File: config.mk
export PLATFORM = sky130hd
export DESIGN_NAME = wake_and_bus_fault_status
export DESIGN_NICKNAME = d
export VERILOG_FILES = /design/src/pin_sync_filter.v /design/src/wake_and_bus_fault_status.v
export VERILOG_INCLUDE_DIRS = /design/src
export SDC_FILE = /design/constraint.sdc
export NUM_CORES = 1
export LEC_CHECK = 0
export ABC_CLOCK_PERIOD_IN_PS = 2300
export BUFFER_PORTS_ARGS = -buffer_cell sky130_fd_sc_hd__buf_2
export CORE_MARGIN = 3
export CORE_UTILIZATION = 33
export DETAILED_ROUTE_END_ITERATION = 8
export GPL_ROUTABILITY_DRIVEN = 0
export GPL_TIMING_DRIVEN = 0
export HOLD_SLACK_MARGIN = 0.08
export PLACE_DENSITY = 0.48
export SLEW_MARGIN = 20
export SYNTH_ARGS = -nofsm -noshare
export SYNTH_HDL_FRONTEND = slang
export SYNTH_HIERARCHICAL = 1
export SYNTH_SLANG_ARGS = --single-unit
export TNS_END_PERCENT = 100
File: constraint.sdc
create_clock -name i_core_clk -period 2.3 [get_ports i_core_clk]
set_clock_uncertainty 0.05 [all_clocks]
set_input_delay 0.115 -clock i_core_clk [delete_from_list [all_inputs] [get_ports i_core_clk]]
set_output_delay 0.115 -clock i_core_clk [all_outputs]
set_load 0.005 [all_outputs]
File: src/wake_bus_status_regs.vh
// Notes on behaviour
// - Bits 15 to 13 of the wake and bus status word always show the live wake input levels and no clear touches them.
// - Bits 12 to 7 latch the wake source, wake inputs 3, 2, 1, then CAN, LIN and the internal wake timer.
// - Bit 6 is set when the LIN bus stays dominant for longer than 12 ms.
// - Bit 5 is set and the LIN transmitter is disabled when the LIN transmit input stays dominant longer than 12 ms.
// - Bit 4 is set and the LIN transmitter is disabled when the LIN bus fails to follow the transmit input within 40 us.
// - Bit 3 is set and the CAN transmitter is disabled when the CAN receive output misses the transmit input 4 times.
// - Bit 2 is set and the CAN transmitter is disabled when the CAN bus misses the transmit input 4 times.
// - Bit 1 is set when the CAN bus stays dominant for longer than 700 us.
// - Bit 0 is set and the CAN transmitter is disabled when the CAN transmit input stays dominant longer than 700 us.
// - Bits 12 to 0 stay latched once set and only a read and clear access of this word releases them.
// - The thermal word is address 010011; the command byte is followed by data bits 15:8 and then bits 7:0.
// - The thermal word holds shutdown, warning, device state, regulator fail, restart count, watchdog misses, forced sleeps and watchdog state.
// - Wake levels, wake inputs, CAN and LIN wake go in the first data byte, timer wake and bus faults in the second.
// - The device state field records the state woken from: 01 regulator standby, 10 battery standby, 11 flash.
// - The restart field counts severe thermal restarts and seven of them force battery standby.
`ifndef WAKE_BUS_STATUS_REGS_VH
`define WAKE_BUS_STATUS_REGS_VH

// ========================================
// Serial frame
`define CMD_BITS 5'd8
`define FRAME_BITS 5'd24
`define LAST_BIT_IDX 5'd23
`define OP_READ_CLEAR 2'h2
`define ADDR_WAKE_BUS 6'h12
`define ADDR_THERMAL 6'h13

// ========================================
// Clear masks of latched bits
`define WB_CLEAR_MASK 16'h1fff
`define TS_CLEAR_MASK 16'hf80c

// ========================================
// Timing
`define CLK_MHZ 125
`define LIN_DOM_US 12000
`define LIN_FOLLOW_US 40
`define CAN_DOM_US 700
`define MISS_LIMIT 3'h4
`define RESTART_MAX 3'h7

// ========================================
// Synchroniser layout and reset levels
`define SYNC_W 11
`define SYNC_RST 11'h0fa
`define S_SCLK 0
`define S_CSN 1
`define S_MOSI 2
`define S_LIN_BUS 3
`define S_LIN_TXD 4
`define S_CAN_BUS 5
`define S_CAN_TXD 6
`define S_CAN_RXD 7
`define S_WAKE_LO 8
`define S_WAKE_HI 10

`endif

File: src/pin_sync_filter.v
`timescale 1ns/10ps
// ========================================
// Three-stage pin synchroniser with agreement filter
module pin_sync_filter #(
    parameter W = 1,
    parameter [W-1:0] RST_VAL = {W{1'b0}}
) (
    // Clock and reset
    input wire i_core_clk,
    input wire i_srst,
    // Pins
    input wire [W-1:0] i_async,
    // Filtered levels
    output wire [W-1:0] o_stable
);
    genvar g;
    generate
        for (g = 0; g < W; g = g + 1)
        begin : g_bit
            reg s1_q, s2_q, s3_q, st_q;
            // First stage feeds only the second
            always @(posedge i_core_clk)
            begin
                if (i_srst)
                begin
                    s1_q <= RST_VAL[g];
                    s2_q <= RST_VAL[g];
                    s3_q <= RST_VAL[g];
                    st_q <= RST_VAL[g];
                end
                else
                begin
                    s1_q <= i_async[g];
                    s2_q <= s1_q;
                    s3_q <= s2_q;
                    // Change counts once stages two and three agree
                    if (s2_q == s3_q)
                        st_q <= s3_q;
                end
            end
            assign o_stable[g] = st_q;
        end
    endgenerate
endmodule // pin_sync_filter

File: src/wake_and_bus_fault_status.v
`timescale 1ns/10ps
`include "wake_bus_status_regs.vh"
// ========================================
// Wake and bus fault status plus thermal status, serial readout
module wake_and_bus_fault_status #(
    parameter [23:0] LIN_DOM_CYC = `LIN_DOM_US * `CLK_MHZ,
    parameter [23:0] LIN_FOLLOW_CYC = `LIN_FOLLOW_US * `CLK_MHZ,
    parameter [23:0] CAN_DOM_CYC = `CAN_DOM_US * `CLK_MHZ
) (
    // Clock and reset
    input wire i_core_clk,
    input wire i_srst,
    // Serial control interface
    input wire i_spi_clk,
    input wire i_spi_cs_n,
    input wire i_spi_mosi,
    output reg o_spi_miso,
    output reg o_spi_miso_en,
    // Bus pins, low is dominant
    input wire i_lin_bus_level,
    input wire i_lin_transmit_input,
    input wire i_can_bus_level,
    input wire i_can_transmit_input,
    input wire i_can_receive_output,
    // Wake input pins, [2] is wake input 3
    input wire [2:0] i_wake_input_level,
    // Wake events: wu3, wu2, wu1, can, lin, timer
    input wire [5:0] i_wake_source_event,
    input wire [1:0] i_wake_from_state,
    // Thermal, regulator and watchdog events
    input wire i_thermal_shutdown_one,
    input wire i_thermal_warning,
    input wire i_primary_regulator_fail,
    input wire i_severe_thermal_shutdown,
    input wire i_restart_count_clear,
    input wire [3:0] i_watchdog_miss_count,
    input wire i_forced_sleep_by_watchdog,
    input wire i_forced_sleep_by_thermal_or_short,
    input wire [1:0] i_watchdog_counter_state,
    // Control outputs
    output reg o_lin_tx_disable,
    output reg o_can_tx_disable,
    output reg o_force_battery_standby
);
    // ========================================
    // Pin synchronisers
    wire [`SYNC_W-1:0] sync_in;
    wire [`SYNC_W-1:0] s;
    assign sync_in = {i_wake_input_level, i_can_receive_output,
        i_can_transmit_input, i_can_bus_level, i_lin_transmit_input,
        i_lin_bus_level, i_spi_mosi, i_spi_cs_n, i_spi_clk};

    pin_sync_filter #(
        .W(`SYNC_W),
        .RST_VAL(`SYNC_RST)
    ) u_sync (
        .i_core_clk(i_core_clk),
        .i_srst(i_srst),
        .i_async(sync_in),
        .o_stable(s)
    );

    // ========================================
    // Dominant time monitors
    // Conditions: lin bus, lin txd, lin not following, can bus, can txd
    wire [4:0] tm_cond;
    wire [4:0] tm_expired;
    wire [23:0] tm_lim [0:4];
    assign tm_cond[0] = ~s[`S_LIN_BUS];
    assign tm_cond[1] = ~s[`S_LIN_TXD];
    assign tm_cond[2] = ~s[`S_LIN_TXD] & s[`S_LIN_BUS];
    assign tm_cond[3] = ~s[`S_CAN_BUS];
    assign tm_cond[4] = ~s[`S_CAN_TXD];
    assign tm_lim[0] = LIN_DOM_CYC;
    assign tm_lim[1] = LIN_DOM_CYC;
    assign tm_lim[2] = LIN_FOLLOW_CYC;
    assign tm_lim[3] = CAN_DOM_CYC;
    assign tm_lim[4] = CAN_DOM_CYC;

    genvar g;
    generate
        for (g = 0; g < 5; g = g + 1)
        begin : g_tm
            reg [23:0] cnt_q;
            // Saturates just past the limit, restarts when level returns
            always @(posedge i_core_clk)
            begin
                if (i_srst || !tm_cond[g])
                    cnt_q <= 24'h000000;
                else if (cnt_q <= tm_lim[g])
                    cnt_q <= cnt_q + 24'h000001;
            end
            // Longer than the limit, strictly
            assign tm_expired[g] = cnt_q > tm_lim[g];
        end
    endgenerate

    // ========================================
    // Follow monitors: [0] can receive output, [1] can bus
    reg can_txd_prev_q;
    wire can_txd_end;
    wire [1:0] follow;
    wire [1:0] miss_fault;
    assign can_txd_end = ~can_txd_prev_q & s[`S_CAN_TXD];
    assign follow[0] = ~s[`S_CAN_RXD];
    assign follow[1] = ~s[`S_CAN_BUS];

    always @(posedge i_core_clk)
    begin
        if (i_srst)
            can_txd_prev_q <= 1'b1;
        else
            can_txd_prev_q <= s[`S_CAN_TXD];
    end

    generate
        for (g = 0; g < 2; g = g + 1)
        begin : g_fw
            reg seen_q;
            reg [2:0] miss_q;
            // A dominant txd pulse with no echo counts as one miss
            always @(posedge i_core_clk)
            begin
                if (i_srst)
                begin
                    seen_q <= 1'b0;
                    miss_q <= 3'h0;
                end
                else if (can_txd_end)
                begin
                    seen_q <= 1'b0;
                    if (seen_q)
                        miss_q <= 3'h0;
                    else if (miss_q != `MISS_LIMIT)
                        miss_q <= miss_q + 3'h1;
                end
                else if (~s[`S_CAN_TXD] && follow[g])
                    seen_q <= 1'b1;
            end
            assign miss_fault[g] = miss_q == `MISS_LIMIT;
        end
    endgenerate

    // ========================================
    // Serial frame decode
    reg sclk_prev_q, csn_prev_q;
    reg [4:0] bit_cnt_q;
    reg [7:0] cmd_q;
    reg [15:0] snap_q;
    reg clr_q;
    wire sclk_rise, sclk_fall, cs_fall, cs_rise;
    wire [7:0] cmd_next;
    wire [4:0] out_idx;
    wire [15:0] wb_word, ts_word;
    reg [15:0] sel_word;
    assign sclk_rise = s[`S_SCLK] & ~sclk_prev_q;
    assign sclk_fall = ~s[`S_SCLK] & sclk_prev_q;
    assign cs_fall = ~s[`S_CSN] & csn_prev_q;
    assign cs_rise = s[`S_CSN] & ~csn_prev_q;
    assign cmd_next = {cmd_q[6:0], s[`S_MOSI]};
    assign out_idx = `LAST_BIT_IDX - bit_cnt_q;

    // Word selected by the address in the command byte
    always @*
    begin
        case (cmd_next[5:0])
            `ADDR_WAKE_BUS: sel_word = wb_word;
            `ADDR_THERMAL: sel_word = ts_word;
            default: sel_word = 16'h0000;
        endcase
    end

    // Mode 0 framing: sample on rising, shift out on falling
    always @(posedge i_core_clk)
    begin
        if (i_srst)
        begin
            sclk_prev_q <= 1'b0;
            csn_prev_q <= 1'b1;
            bit_cnt_q <= 5'd0;
            cmd_q <= 8'h00;
            snap_q <= 16'h0000;
            clr_q <= 1'b0;
            o_spi_miso <= 1'b0;
            o_spi_miso_en <= 1'b0;
        end
        else
        begin
            sclk_prev_q <= s[`S_SCLK];
            csn_prev_q <= s[`S_CSN];
            // Frame must be at least full length to clear anything
            clr_q <= cs_rise && bit_cnt_q == `FRAME_BITS &&
                cmd_q[7:6] == `OP_READ_CLEAR;
            if (cs_fall)
            begin
                bit_cnt_q <= 5'd0;
                cmd_q <= 8'h00;
                o_spi_miso <= 1'b0;
                o_spi_miso_en <= 1'b1;
            end
            else if (cs_rise)
                o_spi_miso_en <= 1'b0;
            else if (!s[`S_CSN])
            begin
                if (sclk_rise && bit_cnt_q < `FRAME_BITS)
                begin
                    bit_cnt_q <= bit_cnt_q + 5'd1;
                    if (bit_cnt_q < `CMD_BITS)
                        cmd_q <= cmd_next;
                    // Snapshot taken as the command byte completes
                    if (bit_cnt_q == `CMD_BITS - 5'd1)
                        snap_q <= sel_word;
                end
                // High byte first, then low byte
                if (sclk_fall)
                begin
                    if (bit_cnt_q >= `CMD_BITS && bit_cnt_q < `FRAME_BITS)
                        o_spi_miso <= snap_q[out_idx[3:0]];
                    else
                        o_spi_miso <= 1'b0;
                end
            end
        end
    end

    // Only bits that were read are cleared, so later events survive
    wire clr_wb, clr_ts;
    wire [15:0] wb_clr, ts_clr;
    assign clr_wb = clr_q && cmd_q[5:0] == `ADDR_WAKE_BUS;
    assign clr_ts = clr_q && cmd_q[5:0] == `ADDR_THERMAL;
    assign wb_clr = clr_wb ? (snap_q & `WB_CLEAR_MASK) : 16'h0000;
    assign ts_clr = clr_ts ? (snap_q & `TS_CLEAR_MASK) : 16'h0000;

    // ========================================
    // Wake and bus fault word
    reg [5:0] wake_q;
    reg [6:0] fault_q;
    wire [5:0] wake_d;
    wire [6:0] fault_d;
    wire [6:0] fault_set;
    assign fault_set = {tm_expired[0],
        tm_expired[1],
        tm_expired[2],
        miss_fault[0],
        miss_fault[1],
        tm_expired[3],
        tm_expired[4]};
    // Set wins over a clear in the same cycle
    assign wake_d = (wake_q & ~wb_clr[12:7]) | i_wake_source_event;
    assign fault_d = (fault_q & ~wb_clr[6:0]) | fault_set;
    // Live levels first, no latch behind them
    assign wb_word = {s[`S_WAKE_HI:`S_WAKE_LO],
        wake_q, fault_q};

    always @(posedge i_core_clk)
    begin
        if (i_srst)
        begin
            wake_q <= 6'h00;
            fault_q <= 7'h00;
            o_lin_tx_disable <= 1'b0;
            o_can_tx_disable <= 1'b0;
        end
        else
        begin
            wake_q <= wake_d;
            fault_q <= fault_d;
            o_lin_tx_disable <= fault_d[5] | fault_d[4];
            o_can_tx_disable <= fault_d[3] | fault_d[2] | fault_d[0];
        end
    end

    // ========================================
    // Thermal, state and watchdog word
    reg thermal_shutdown_one_q, tw_q, primary_regulator_fail_q, fs_wd_q, fs_th_q;
    reg [1:0] state_q;
    reg [2:0] restart_q;
    wire any_wake;
    wire [2:0] restart_d;
    assign any_wake = |i_wake_source_event;
    assign restart_d = i_severe_thermal_shutdown ?
        ((restart_q == `RESTART_MAX) ? restart_q : restart_q + 3'h1) :
        (i_restart_count_clear ? 3'h0 : restart_q);
    assign ts_word = {thermal_shutdown_one_q, tw_q, state_q, primary_regulator_fail_q, restart_q,
        i_watchdog_miss_count, fs_wd_q, fs_th_q,
        i_watchdog_counter_state};

    always @(posedge i_core_clk)
    begin
        if (i_srst)
        begin
            thermal_shutdown_one_q <= 1'b0;
            tw_q <= 1'b0;
            primary_regulator_fail_q <= 1'b0;
            fs_wd_q <= 1'b0;
            fs_th_q <= 1'b0;
            state_q <= 2'h0;
            restart_q <= 3'h0;
            o_force_battery_standby <= 1'b0;
        end
        else
        begin
            thermal_shutdown_one_q <= (thermal_shutdown_one_q & ~ts_clr[15]) | i_thermal_shutdown_one;
            tw_q <= (tw_q & ~ts_clr[14]) | i_thermal_warning;
            primary_regulator_fail_q <= (primary_regulator_fail_q & ~ts_clr[11]) | i_primary_regulator_fail;
            fs_wd_q <= (fs_wd_q & ~ts_clr[3]) | i_forced_sleep_by_watchdog;
            fs_th_q <= (fs_th_q & ~ts_clr[2]) |
                i_forced_sleep_by_thermal_or_short;
            // Wake loads the state it left, beating a clear
            if (any_wake)
                state_q <= i_wake_from_state;
            else
                state_q <= state_q & ~ts_clr[13:12];
            restart_q <= restart_d;
            o_force_battery_standby <= restart_d == `RESTART_MAX;
        end
    end
endmodule // wake_and_bus_fault_status

==> results.py <==
metrics = {
    "setup_path": {
        "r2r_end": "g_tm[4].cnt_q[5]$_SDFFE_PP0P_",
        "cpPeakStageDelay_ns": 0.53,
        "r2r_setup_slack_ns": -0.11,
        "reg2regPathDepth": 7,
        "crit_fanout": 2,
        "worstPathCellList": "or4b_4 > or4_4 > nor4_4 > buf_4 > nor2_2 > or4_4 > a21oi_2",
        "path_class": "reg2reg",
        "critPathBufInv": 1,
        "path_delay_family": "simple AND/OR/NAND/NOR gates",
        "cp_data_required_time_ns": 2.74,
        "cp.depth": 7,
        "cp_common_cell": "or4_4",
        "endpoint": "g_tm[4].cnt_q[5]$_SDFFE_PP0P_",
        "cp_slowest_cell": "or4b_4",
        "cp-end-kind": "flip-flop",
        "r2r_start": "g_tm[4].cnt_q[15]$_SDFFE_PP0P_",
        "crit_arrival_ns": 2.84,
        "startpoint_type": "flip-flop",
        "crit_start": "g_tm[4].cnt_q[15]$_SDFFE_PP0P_",
    },
    "cts": {
        "cts-root-buf": "clkbuf_16",
        "htree_levels": 1,
        "clock_path_buffers": 3,
        "insertion_delay_ns": 0.55,
        "clk_pin_slew_ns": 0.06,
        "cts_buffers": 28,
        "clock-sinks": 233,
        "tritoncts": "built",
    },
    "synth": {
        "yosys.area_share.xor_xnor_pct": 4.31,
        "synth_simple_gate_area_share_pct": 24.1,
        "synth_compound_area_share_pct": 14.0,
        "ys.flop_type": "dfxtp_1",
        "async_reset_ff_share_pct": 0,
        "syn_area_per_cell_sq_um": 8.81,
        "synth_top_family_by_area": "simple AND/OR/NAND/NOR gates",
        "synthTopCellsByArea": "dfxtp_1 (47%), a21oi_1 (5.3%), nor2_1 (4.6%)",
        "synth_largest_area_cell": "dfxtp_1",
        "synthAdderAreaFrac_pct": 2.64,
        "ys_warn_count": 6,
        "ys_ff_latch": 233,
        "synth.distinct_cells": 58,
        "yosysSeqAreaShare_pct": 46.8,
        "synthMuxAreaShare_pct": 3.34,
        "synth_edf_count": 0,
        "synth_top_area_share_pct": 46.8,
        "syn-num-nets": 1185,
        "synthCells": 1130,
        "syn_area_sq_um": 9960,
    },
    "routing": {
        "postRouteAntennaNets": 0,
        "drc": 0,
        "avgRoutedWirePerCell_um": 14.2,
        "vias": 8239,
        "first_pass_iters": 4,
        "drt_iter0_drc": 379,
        "via_per_inst": 4.88,
        "finalWirelength_um": 24000,
    },
    "run_status": {
        "violations": "negative setup slack",
        "status": "complete, but fails checks",
    },
    "timing": {
        "hold_ws_ns": 0.225,
        "timing.fmax_ghz": 0.416,
        "worstMarginPinSlew_ns": 0.839,
        "fin_crit_sh_pct": 105,
        "slew_headroom_pct": 43.6,
        "layout_setup_ws_ns": -0.105,
        "min_period_ns": 2.41,
        "rsz0062_at_grt": "yes",
        "setup_viol": 16,
        "hold_viol": 0,
        "maxSlewViolCount": 0,
    },
    "place": {
        "dpl-instance-area_sq_um": 10700,
        "dp_cells": 1552,
        "hpwl_um": 16000,
        "io_buffers": 38,
    },
    "floorplan": {
        "core_sq_um": 29200,
        "start_util_pct": 34.1,
        "chipHeight_um": 180,
        "die_w_um": 180,
        "rows": 62,
        "die_area_sq_um": 32300,
        "pin_count": 39,
    },
    "cells_and_area": {
        "final_common_cell": "dfxtp_1",
        "diodes": 0,
        "finalNonFillerCells": 1689,
        "final_cell_area_sq_um": 12900,
        "drive_gt1_share_pct": 17.0,
        "final_util_pct": 44.0,
        "final_cell_mix": "dfxtp_1 (223), nor2_1 (121), a21oi_1 (99)",
        "area.growth.synth_to_final_pct": 29.1,
        "fin_nets": 1338,
        "nFillCells": 2883,
    },
    "pwr": {
        "irDropWorstVdd_mv": 0.543,
        "p_per_area_nw_per_um2": 698,
        "power_leakage_nw": 4.57,
        "total_power_w": 0.00898,
    },
    "grt": {
        "grt_pass1_vias": 7801,
        "grt_antenna_before_repair": 0,
        "grt_max_degree": 15,
        "track_usage_pct": 14.3,
        "grt_pass1_wl_um": 39700,
        "overflow": 0,
    },
    "worst_hold_path": {
        "hold_start": "i_srst",
        "min_path_type": "in2reg",
    },
    "flow_run": {
        "drv_cap": 0,
    },
}
-- final cells by class --
class                   count  area [sq um]  share of cell area (%)
plain buffers              53           348                    2.70
well taps                 384           480                    3.74
clock buffers              32           736                    5.72
multi-input cells         790          5130                    39.9
clock inverters            20           253                    1.97
repair buffers            125          1030                    7.98
inverters                  52           195                    1.52
flip-flops and latches    233          4690                    36.5
-- through the flow --
stage | setup slack (ns) | setup TNS (ns)
final | -0.105 | -0.968
after global routing | -0.199 | -2.83
after CTS | -0.0936 | -1.05
after detailed placement | -0.447 | -13.90
after global placement | -0.474 | -14.17
after floorplan | -0.0679 | -0.198
-- what timing repair did --
item	in CTS	in global routing
cloned	2	1
buffers inserted	23	10
hold endpoints to repair	67	0
pin swaps	22	22
endpoints found under the setup margin	84	82
resized for setup	55	48
hold buffers	52	0
-- sequential cells by signal, indices dropped and copies added, names as in the netlist, 2 cells and up --
| name | cells |
|---|---|
| bit_cnt_q | 5 |
| cmd_q | 8 |
| fault_q | 7 |
| g_fw.miss_q | 6 |
| g_fw.seen_q | 2 |
| g_tm.cnt_q | 120 |
| restart_q | 3 |
| snap_q | 16 |
| state_q | 2 |
| u_sync/g_bit.s1_q | 11 |
| u_sync/g_bit.s2_q | 11 |
| u_sync/g_bit.s3_q | 11 |
| u_sync/g_bit.st_q | 11 |
| wake_q | 6 |
-- synth_stat cells, types with 13 or more instances --
cell type	count
dfxtp_1	233
buf_4	13
or2_1	18
nor2b_1	18
or3_1	27
xor2_1	37
and2_1	24
ha_1	21
nand2_1	76
a21oi_1	106
nand3_1	34
inv_1	52
clkbuf_1	38
nor3_1	39
and3_1	29
mux2i_1	22
o21ai_0	50
nor2_1	122
o2111ai_1	17
-- power breakdown --
group,switching [W],leakage (nW),internal [W]
clock network,0.00180,0.475,0.00287
registers,0.0000207,1.89,0.00407
logic,0.0000971,2.20,0.000118
-- metal layers --
layer	up-vias	track usage, %	wire, um
met2	107	22.5	10700
met1	3827	20.7	12000
met3	32	2.41	877
met4	0	3.40	433
met5	-	0	0
li1	4273	-	-
-- worst register-to-register path, cell delays in order (launching register included) --
cell and delay (ns):
dfxtp_2 0.33, or4b_4 0.53, or4_4 0.50, nor4_4 0.18, buf_4 0.16, nor2_2 0.04
or4_4 0.44, a21oi_2 0.11
-- worst min path at each step --
stage / endpoint / slack [ns] / cells after the start
after global placement: u_sync/g_bit[5].s1_q$_SDFF_PP1_ / 0.24 / 2
final: cmd_q[0]$_SDFFE_PP0P_ / 0.23 / 4
after CTS: cmd_q[0]$_SDFFE_PP0P_ / 0.23 / 4
after floorplan: u_sync/g_bit[10].s1_q$_SDFF_PP0_ / 0.14 / 1
after detailed placement: u_sync/g_bit[7].s1_q$_SDFF_PP1_ / 0.24 / 2
after global routing: cmd_q[0]$_SDFFE_PP0P_ / 0.29 / 4
-- kinds of logic (layout without fill, tap and decap cells) --
logic type,count (synthesis),in the layout
and+or+nand+nor,460,460
DFF,233,233
AOI/OAI and AO/OA,232,233
buffers and inverters,108,282
xor gates and xnor gates,49,49
muxes,27,27
adders and majority gates,21,21
Power figures use the tool's default switching activity.
